**src/hdl/tcbsc_pkg.sv**
```systemverilog
// Constants and carrier types of the bus switch control block
package tcbsc_pkg;

	// ****************************************
	// Byte framing
	// ****************************************
	localparam logic [3:0] BIT_CNT_RESET = 4'h0;
	localparam logic [3:0] BIT_CNT_FULL  = 4'h8;
	localparam logic [3:0] BIT_CNT_TXEND = 4'h7;

	// Upper address bits: arbitrary value, not taken from any part
	localparam logic [4:0] ADDR_UPPER = 5'h0E;

	// ****************************************
	// Control register
	// ****************************************
	typedef struct packed {
		logic [1:0] rsvdHigh;
		logic [1:0] irq;
		logic [1:0] rsvdLow;
		logic [1:0] sel;
	} tcbsc_ctrl_type;

	localparam logic [1:0]     SEL_RESET  = 2'h0;
	localparam logic [1:0]     IRQ_RESET  = 2'h0;
	localparam logic [1:0]     RSVD_VALUE = 2'h0;
	localparam tcbsc_ctrl_type CTRL_RESET = 8'h00;

	// ****************************************
	// Pin carriers
	// ****************************************
	typedef struct packed {
		logic scl;
		logic sda;
		logic irq1N;
		logic irq0N;
		logic rstN;
		logic addrHigh;
		logic addrLow;
	} tcbsc_pins_type;

	localparam int             PINS_W     = 7;
	localparam tcbsc_pins_type PINS_RESET = 7'h7F;

	typedef struct packed {
		logic sclRise;
		logic sclFall;
		logic start;
		logic stop;
		logic sclHigh;
		logic sda;
	} tcbsc_cond_type;

	localparam tcbsc_cond_type COND_RESET = 6'h03;

	// ****************************************
	// Bus state machine
	// ****************************************
	typedef enum logic [2:0] {
		ST_IDLE,
		ST_ADDR,
		ST_ADDR_ACK,
		ST_WR_DATA,
		ST_WR_ACK,
		ST_RD_DATA,
		ST_RD_ACK,
		ST_IGNORE
	} tcbsc_state_type;

endpackage

```
**src/hdl/tcbsc_sync.sv**
```systemverilog
// Two-stage synchroniser for pins from outside the core clock domain
`timescale 1ns/1ps
module tcbsc_sync
#(
	parameter int               WIDTH     = 1,
	parameter logic [WIDTH-1:0] RESET_VAL = '0
)
(
	input  wire logic             core_clk,
	input  wire logic             sys_rst,
	input  wire logic [WIDTH-1:0] pinIn,
	output logic      [WIDTH-1:0] pinSync
);

	// ****************************************
	// One pair of flops per bit
	// ****************************************
	// Flops stay local so each output bit has exactly one driver
	genvar i;
	generate
		for (i = 0; i < WIDTH; i++)
		begin : g_bit
			logic stage1;
			logic stage2;
			always_ff @(posedge core_clk)
			begin
				if (sys_rst)
				begin
					stage1 <= RESET_VAL[i];
					stage2 <= RESET_VAL[i];
				end
				else
				begin
					stage1 <= pinIn[i];
					stage2 <= stage1;
				end
			end
			assign pinSync[i] = stage2;
		end
	endgenerate

endmodule

```
**src/hdl/tcbsc_bus_cond.sv**
```systemverilog
// Clock edge, start and stop detection on the synchronised upstream bus
`timescale 1ns/1ps
module tcbsc_bus_cond
(
	input  wire logic                core_clk,
	input  wire logic                rst,
	input  wire logic                sclS,
	input  wire logic                sdaS,
	output tcbsc_pkg::tcbsc_cond_type cond
);

	logic sclPrev;
	logic sdaPrev;

	// ****************************************
	// Previous samples
	// ****************************************
	always_ff @(posedge core_clk)
	begin
		if (rst)
		begin
			sclPrev <= 1'b1;
			sdaPrev <= 1'b1;
		end
		else
		begin
			sclPrev <= sclS;
			sdaPrev <= sdaS;
		end
	end

	// ****************************************
	// Events, from live and previous samples
	// ****************************************
	// Unregistered: data line answer must land inside one bus clock low phase
	// Data moving while clock stays high marks start or stop
	always_comb
	begin
		if (rst)
			cond = tcbsc_pkg::COND_RESET;
		else
		begin
			cond.sclRise = sclS & ~sclPrev;
			cond.sclFall = ~sclS & sclPrev;
			cond.start   = sclS & sclPrev & sdaPrev & ~sdaS;
			cond.stop    = sclS & sclPrev & ~sdaPrev & sdaS;
			cond.sclHigh = sclS;
			cond.sda     = sdaS;
		end
	end

endmodule

```
**src/hdl/tcbsc_switch_ctrl.sv**
```systemverilog
// Bus target and control register of the two-channel bus switch
`timescale 1ns/1ps
module tcbsc_switch_ctrl
(
	input  wire logic       core_clk,
	input  wire logic       sys_rst,
	input  wire logic       sclIn,
	input  wire logic       sdaIn,
	output logic            sdaOut,
	output logic            sdaOe,
	input  wire logic       chan0IrqInN,
	input  wire logic       chan1IrqInN,
	input  wire logic       addrSelectLow,
	input  wire logic       addrSelectHigh,
	input  wire logic       resetInN,
	output logic      [1:0] downstreamPairEnable,
	output logic            combIrqOut,
	output logic            combIrqOe
);

	tcbsc_pkg::tcbsc_pins_type  pinsRaw;
	tcbsc_pkg::tcbsc_pins_type  pinsSync;
	tcbsc_pkg::tcbsc_cond_type  cond;
	tcbsc_pkg::tcbsc_state_type state;
	tcbsc_pkg::tcbsc_ctrl_type  ctrl;
	tcbsc_pkg::tcbsc_ctrl_type  readByte;
	logic                       localRst;
	logic [3:0]                 bitCnt;
	logic [7:0]                 rxShift;
	logic [7:0]                 txShift;
	logic [1:0]                 irqPending;
	logic                       addrMatch;
	logic                       byteDone;
	logic                       wrStore;
	logic                       loadTx;
	logic                       next_sdaOe;

	// ****************************************
	// Pin synchronisation
	// ****************************************
	assign pinsRaw = {sclIn, sdaIn, chan1IrqInN, chan0IrqInN, resetInN,
		addrSelectHigh, addrSelectLow};

	tcbsc_sync #(
		.WIDTH     (tcbsc_pkg::PINS_W),
		.RESET_VAL (tcbsc_pkg::PINS_RESET)
	) u_sync (
		.core_clk (core_clk),
		.sys_rst  (sys_rst),
		.pinIn    (pinsRaw),
		.pinSync  (pinsSync)
	);

	// Reset pin acts like the core reset once synchronised
	assign localRst = sys_rst | ~pinsSync.rstN;

	tcbsc_bus_cond u_cond (
		.core_clk (core_clk),
		.rst      (localRst),
		.sclS     (pinsSync.scl),
		.sdaS     (pinsSync.sda),
		.cond     (cond)
	);

	// ****************************************
	// Decode helpers
	// ****************************************
	assign addrMatch = rxShift[7:1] == {tcbsc_pkg::ADDR_UPPER,
		pinsSync.addrHigh, pinsSync.addrLow};
	assign byteDone  = cond.sclFall && (bitCnt == tcbsc_pkg::BIT_CNT_FULL);
	assign wrStore   = (state == tcbsc_pkg::ST_WR_DATA) && byteDone;
	assign loadTx    = cond.sclFall && (((state == tcbsc_pkg::ST_ADDR_ACK) && rxShift[0])
		|| (state == tcbsc_pkg::ST_RD_ACK));

	// Inputs are sampled regardless of channel selection
	assign irqPending = ~{pinsSync.irq1N, pinsSync.irq0N};

	assign readByte.rsvdHigh = tcbsc_pkg::RSVD_VALUE;
	assign readByte.irq      = irqPending;
	assign readByte.rsvdLow  = tcbsc_pkg::RSVD_VALUE;
	assign readByte.sel      = ctrl.sel;

	// ****************************************
	// Bus state machine
	// ****************************************
	always_ff @(posedge core_clk)
	begin
		if (localRst)
		begin
			state  <= tcbsc_pkg::ST_IDLE;
			bitCnt <= tcbsc_pkg::BIT_CNT_RESET;
		end
		else if (cond.start)
		begin
			state  <= tcbsc_pkg::ST_ADDR;
			bitCnt <= tcbsc_pkg::BIT_CNT_RESET;
		end
		else if (cond.stop)
			state <= tcbsc_pkg::ST_IDLE;
		else
		begin
			case (state)
				tcbsc_pkg::ST_ADDR,
				tcbsc_pkg::ST_WR_DATA:
				begin
					if (cond.sclRise)
						bitCnt <= bitCnt + 4'h1;
					else if (byteDone)
					begin
						bitCnt <= tcbsc_pkg::BIT_CNT_RESET;
						if (state == tcbsc_pkg::ST_WR_DATA)
							state <= tcbsc_pkg::ST_WR_ACK;
						else if (addrMatch)
							state <= tcbsc_pkg::ST_ADDR_ACK;
						else
							state <= tcbsc_pkg::ST_IGNORE;
					end
				end
				tcbsc_pkg::ST_ADDR_ACK:
				begin
					if (cond.sclFall && rxShift[0])
						state <= tcbsc_pkg::ST_RD_DATA;
					else if (cond.sclFall)
						state <= tcbsc_pkg::ST_WR_DATA;
				end
				tcbsc_pkg::ST_WR_ACK:
				begin
					// No byte limit: keep taking bytes until stop
					if (cond.sclFall)
						state <= tcbsc_pkg::ST_WR_DATA;
				end
				tcbsc_pkg::ST_RD_DATA:
				begin
					if (cond.sclFall && bitCnt == tcbsc_pkg::BIT_CNT_TXEND)
					begin
						state  <= tcbsc_pkg::ST_RD_ACK;
						bitCnt <= tcbsc_pkg::BIT_CNT_RESET;
					end
					else if (cond.sclFall)
						bitCnt <= bitCnt + 4'h1;
				end
				tcbsc_pkg::ST_RD_ACK:
				begin
					if (cond.sclRise && cond.sda)
						state <= tcbsc_pkg::ST_IGNORE;
					else if (cond.sclFall)
						state <= tcbsc_pkg::ST_RD_DATA;
				end
				default:
					state <= state;
			endcase
		end
	end

	// ****************************************
	// Receive and transmit shifters
	// ****************************************
	always_ff @(posedge core_clk)
	begin
		if (localRst)
			rxShift <= 8'h00;
		else if (cond.sclRise && ((state == tcbsc_pkg::ST_ADDR)
			|| (state == tcbsc_pkg::ST_WR_DATA)))
			rxShift <= {rxShift[6:0], cond.sda};
	end

	// Each read byte is rebuilt so later bytes show fresh input state
	always_ff @(posedge core_clk)
	begin
		if (localRst)
			txShift <= 8'h00;
		else if (loadTx)
			txShift <= readByte;
		else if (cond.sclFall && state == tcbsc_pkg::ST_RD_DATA)
			txShift <= {txShift[6:0], 1'b0};
	end

	// ****************************************
	// Control register
	// ****************************************
	always_ff @(posedge core_clk)
	begin
		if (localRst)
			ctrl <= tcbsc_pkg::CTRL_RESET;
		else
		begin
			if (wrStore)
				ctrl.sel <= rxShift[1:0];
			if (loadTx)
				ctrl.irq <= irqPending;
		end
	end

	// Selection waits for stop so downstream lines are idle when joined
	always_ff @(posedge core_clk)
	begin
		if (localRst)
			downstreamPairEnable <= tcbsc_pkg::SEL_RESET;
		else if (cond.stop)
			downstreamPairEnable <= ctrl.sel;
	end

	// ****************************************
	// Data line drive
	// ****************************************
	always_comb
	begin
		case (state)
			tcbsc_pkg::ST_ADDR_ACK,
			tcbsc_pkg::ST_WR_ACK:
				next_sdaOe = 1'b1;
			tcbsc_pkg::ST_RD_DATA:
				next_sdaOe = ~txShift[7];
			default:
				next_sdaOe = 1'b0;
		endcase
	end

	always_ff @(posedge core_clk)
	begin
		if (localRst)
			sdaOe <= 1'b0;
		else
			sdaOe <= next_sdaOe;
	end

	assign sdaOut = 1'b0;

	// ****************************************
	// Combined interrupt output
	// ****************************************
	// No pulse filter: short glitches pass straight through
	always_ff @(posedge core_clk)
	begin
		if (localRst)
			combIrqOe <= 1'b0;
		else
			combIrqOe <= |irqPending;
	end

	assign combIrqOut = 1'b0;
endmodule

```
**config.mk**
```make
export PLATFORM = sky130hd
export DESIGN_NAME = tcbsc_switch_ctrl
export DESIGN_NICKNAME = d
export VERILOG_FILES = /design/src/hdl/tcbsc_pkg.sv /design/src/hdl/tcbsc_sync.sv /design/src/hdl/tcbsc_bus_cond.sv /design/src/hdl/tcbsc_switch_ctrl.sv
export SDC_FILE = /design/constraint.sdc
export NUM_CORES = 1
export LEC_CHECK = 0
export ABC_AREA = 1
export BUFFER_PORTS_ARGS = -buffer_cell sky130_fd_sc_hd__buf_2
export CAP_MARGIN = 20
export CORE_MARGIN = 10
export CORE_UTILIZATION = 53
export CTS_CLUSTER_DIAMETER = 50
export CTS_CLUSTER_SIZE = 30
export DETAILED_ROUTE_END_ITERATION = 10
export GPL_ROUTABILITY_DRIVEN = 0
export PLACE_DENSITY = 0.73
export REMOVE_ABC_BUFFERS = 1
export SLEW_MARGIN = 20
export SYNTH_ARGS = -nofsm -noshare
export SYNTH_HDL_FRONTEND = slang
export SYNTH_HIERARCHICAL = 1
export SYNTH_SLANG_ARGS = --single-unit
```
**constraint.sdc**
```tcl
create_clock -name core_clk -period 2 [get_ports core_clk]
set_input_delay 0.4 -clock core_clk [delete_from_list [all_inputs] [get_ports core_clk]]
set_output_delay 0.4 -clock core_clk [all_outputs]
set_load 0.02 [all_outputs]
```
* Word-level counts from Yosys, hierarchy flattened *
Cells that the tools add are included.
Widths: inputs -> output; s select.

cells by class
  mux-type cells = 21
  bitwise logic cells = 16
  reduce and logical (&&, ||, !) cells = 24
  eq/ne operators = 19
  add/subtract/negate cells = 1

operators by type and width
  kind                 number
  $mux 3               9
  $mux 6               3
  $mux 4               4
  $pmux 3 s5           1
  $ne 4x4->1 const B   3
  $reduce_and 5->1     2
  $reduce_or 2->1      5
  $eq 3x3->1 const B   3
  $logic_and 1x1->1    9
  $pmux 4 s2           1
  $and 1x1->1          7
  $eq 7x6->1           1
  $not 1->1            7
  $reduce_bool 7->1    1
  $eq 3x2->1 const B   2
  $ne 2x2->1 const B   3
  $ne 3x3->1 const B   2
  $ne 5x4->1 const B   1
  $reduce_bool 5->1    1
  $add 4x1->4 const B  1
  $eq 4x3->1 const B   1
  $eq 4x4->1 const B   1
  $reduce_and 4->1     1
  $reduce_bool 2->1    2
  8 further kinds      10

word-level totals
  word-level logic and storage cells = 107
  flip-flop bits (word level) = 45
  bits of input ports = 9
  output and inout bits = 6

* Longest topological paths before layout *
  depth in word-level cells = 10
  depth in mapped cells = 16
  mapped depth without buffers = 13

* Hierarchy *
The synthesis kept the hierarchy.

modules (own cells, without submodules)
  module             area an instance (um^2)  cells an instance  seq. area each (um^2)  instances
  tcbsc_switch_ctrl  1433.9                   214                580.6                  1
  tcbsc_sync         452.9                    51                 280.3                  1
  tcbsc_bus_cond     108.9                    19                 40.0                   1

* Least setup slack after synthesis *
OpenSTA, ideal clock, no wires.

  kind = input -> register
  from = input port sys_rst
  to = register state[1]
  setup time = 117 ps
  setup slack = 87 ps
  stages = 12
  data required time = 1883 ps
  buffers on the path = 2
  arrival = 1796 ps
  cell sequence = nor2_1 inv_1 clkbuf_1 nor2_1 buf_4 nand2_1 o21ai_1 nand3_2 nor2_2 inv_1 nor2_1 nor2_1

RTL lines
  what                  line                     source
  from (decl)           tcbsc_switch_ctrl.sv:6   input wire logic sys_rst,
  to (signal assigned)  tcbsc_switch_ctrl.sv:90  state <= tcbsc_pkg::ST_IDLE;
  to (signal assigned)  tcbsc_switch_ctrl.sv:95  state <= tcbsc_pkg::ST_ADDR;
  to (signal assigned)  tcbsc_switch_ctrl.sv:99  state <= tcbsc_pkg::ST_IDLE;
  to (decl)             tcbsc_switch_ctrl.sv:24  tcbsc_pkg::tcbsc_state_type state;

==> impl_metrics.py <==
metrics = {
    "die": {
        "ios": 15,
        "rows": 22,
        "core_um2": 3661,
        "die_y_um": 81.31,
        "start_util": 0.5441,
        "die_x_um": 81.31,
        "die-area_um2": 6611,
    },
    "placement": {
        "io_buffers": 12,
        "place_hpwl_mm": 2.792,
        "dpl.cell_count": 338,
        "post-place-ws_ns": 0.08075,
    },
    "worst_setup_path": {
        "cp_max_fo": 4,
        "path_class": "register to register",
        "crit_required_ns": 2.19,
        "worstPathCellList": "inv_1, nor2_1, inv_1, nor3_1, nand2_1, nand4_1, nand3_2, nor2_2, inv_1, nor2_1, nor2_1",
        "ff2ff_setup_slack_ns": 0.27,
        "crit_path_start_kind": "register",
        "critPathMaxStageDelay_ns": 0.36,
        "reg2reg_to": "state[2]",
        "worst_setup_path_end_kind": "register",
        "critPathSlowestCell": "nor3_1",
        "worstPathArrival_ns": 1.92,
        "r2r_cells": 11,
        "reg2reg_from": "u_sync/g_bit[2].stage2",
    },
    "power": {
        "seqPwrFrac": 0.528,
        "ir_worst_vdd_v": 0.0005499,
        "p_per_area_nw_per_um2": 851.8,
        "switchingPower_w": 0.0005530,
        "power_leakage_nw": 1.065,
        "clock_power_share": 0.295,
        "p_int_w": 0.001290,
        "combPwrFrac": 0.178,
        "sw_frac_of_total": 0.3001,
    },
    "layout": {
        "multi_input_comb_area_um2": 812.0,
        "syn2layout_area_growth_pct": 8.605,
        "drive_gt1_frac": 0.1376,
        "seqCellArea_um2": 900.9,
        "finalNetCount": 308,
        "fillCellCount": 349,
        "antenna_cells": 0,
        "fin_cells": 346,
    },
    "outcome": {
        "status": "complete, no violations",
    },
    "route": {
        "wl_per_cell_um": 10.42,
        "drtIter0Drc": 169,
        "drt_wl_total_mm": 3.605,
        "dr.pass1.iters": 4,
        "vias": 1654,
        "drc": 0,
        "vias_per_cell": 4.780,
        "ant_nets": 0,
    },
    "clocking": {
        "clk_latency_ns": 0.29,
        "root_buffer": "clkbuf_8",
        "cts_sinks": 45,
        "cts_buffer_depth": 2,
        "cts_resized": 0,
        "cts_tree": "yes",
        "cts_hold_buf": 0,
        "htree_levels": 2,
        "cts.clk_slew.worst_paths_ns": 0.08,
        "cts_inserted_buffers": 5,
        "post_cts_buffers": 0,
    },
    "timing": {
        "period_share": 0.8662,
        "period_minus_slack_ns": 1.732,
        "drv_slew": 0,
        "slew_headroom": 0.5727,
        "fin_ws_ns": 0.2675,
        "setup_viol": 0,
        "clock_skew_ns": 0.005234,
        "hold_viol_final": 0,
        "whs_ns": 0.2675,
        "tightest_slew_ns": 0.6381,
        "fmax_mhz": 577.2,
        "grt_setup_unrepaired": "false",
    },
    "hold_path": {
        "hold_path.class": "input port to register",
        "hold_depth": 3,
        "min_to": "u_sync/g_bit[0].stage1",
        "min_from": "addrSelectLow",
    },
    "grt": {
        "grt_usage": 0.1245,
        "antenna_found_initial": 0,
        "overflow": 0,
        "grt_pass1_wl_mm": 6.651,
        "grt_max_degree": 15,
        "grt_pass1_vias": 1593,
    },
    "run": {
        "maxCapViolations": 0,
    },
    "synthesis": {
        "synth.avg_cell_area_um2": 7.039,
        "yosysWarnings": 6,
        "synth_cells": 283,
        "syn_area_um2": 1992,
    },
}
## layer usage
metal / vias to the layer above / global-route usage / part of all wire
li1: 887 / - / -
met4: 0 / 0.04844 / 0.014
met2: 43 / 0.2014 / 0.45
met1: 719 / 0.1502 / 0.48
met5: - / 0 / 0
met3: 5 / 0.03974 / 0.052
## through the flow
step	utilization	area [um^2]	TNS [ns]	power (W)
after floorplan	-	1897	-3.314	0.001237
after global placement	0.5673	2077	0	0.001318
after detailed placement	0.5673	2077	0	0.001317
after CTS	0.5909	2163	0	0.001858
after global routing	0.5909	2163	0	0.001964
final	0.5909	2163	0	0.001843
## flip-flops by register name (all words and copies together) (netlist names), 2 cells and up
name	flops
bitCnt	4
ctrl	2
downstreamPairEnable	2
rxShift	8
state	3
txShift	8
u_sync/g_bit.stage1	7
u_sync/g_bit.stage2	7
## worst max path at each step
stage,slack (ns),end,from
floorplan,-0.31,state[1],sys_rst
CTS,0.27,state[2],u_sync/g_bit[2].stage2
global placement,0.12,state[2],sys_rst
finish,0.27,state[2],u_sync/g_bit[2].stage2
global route,0.004,state[2],u_sync/g_bit[2].stage2
detailed placement,0.08,state[2],sys_rst
## power groups by stage
stage	clock network (W)	registers [W]	logic (W)
floorplan	0	0.000991	0.000246
finish	0.000543	0.000972	0.000327
detailed placement	0	0.000992	0.000325
global placement	0	0.000993	0.000325
CTS	0.000560	0.000971	0.000326
global route	0.000601	0.000978	0.000385
## layout by cell type, fill, tap and decap left out
cell type and instances:
nand2_1 74, inv_1 45, dfxtp_1 45, nor2_1 28
a21oi_1 21, o21ai_0 19, buf_2 12, nand3_1 8
buf_4 8, clkbuf_8 5, inv_2 4, a31oi_1 4
nor2_2 3, nor3_1 3, nand2_2 2, nand3_2 2
o211ai_1 2, ha_1 2, conb_1 2, clkinv_2 2
nand4_1 1, nor2_4 1, o21ai_1 1, nand2_4 1
a22oi_1 1, xor2_1 1, clkinvlp_4 1
## area by class of cell
type / instances / area share
clock inverters: 3 / 0.008097
well taps: 48 / 0.02776
flip-flops and latches: 45 / 0.4164
multi-input cells: 176 / 0.3754
repair buffers: 20 / 0.05552
clock buffers: 5 / 0.03181
inverters: 49 / 0.08502
## critical path: cells and delay by family (launching register included)
family | cells | cell delay, ns
buffers and inverters | 3 | 0.19
DFF | 1 | 0.31
and+or+nand+nor | 8 | 1.12
Power figures use the tool's default switching activity.
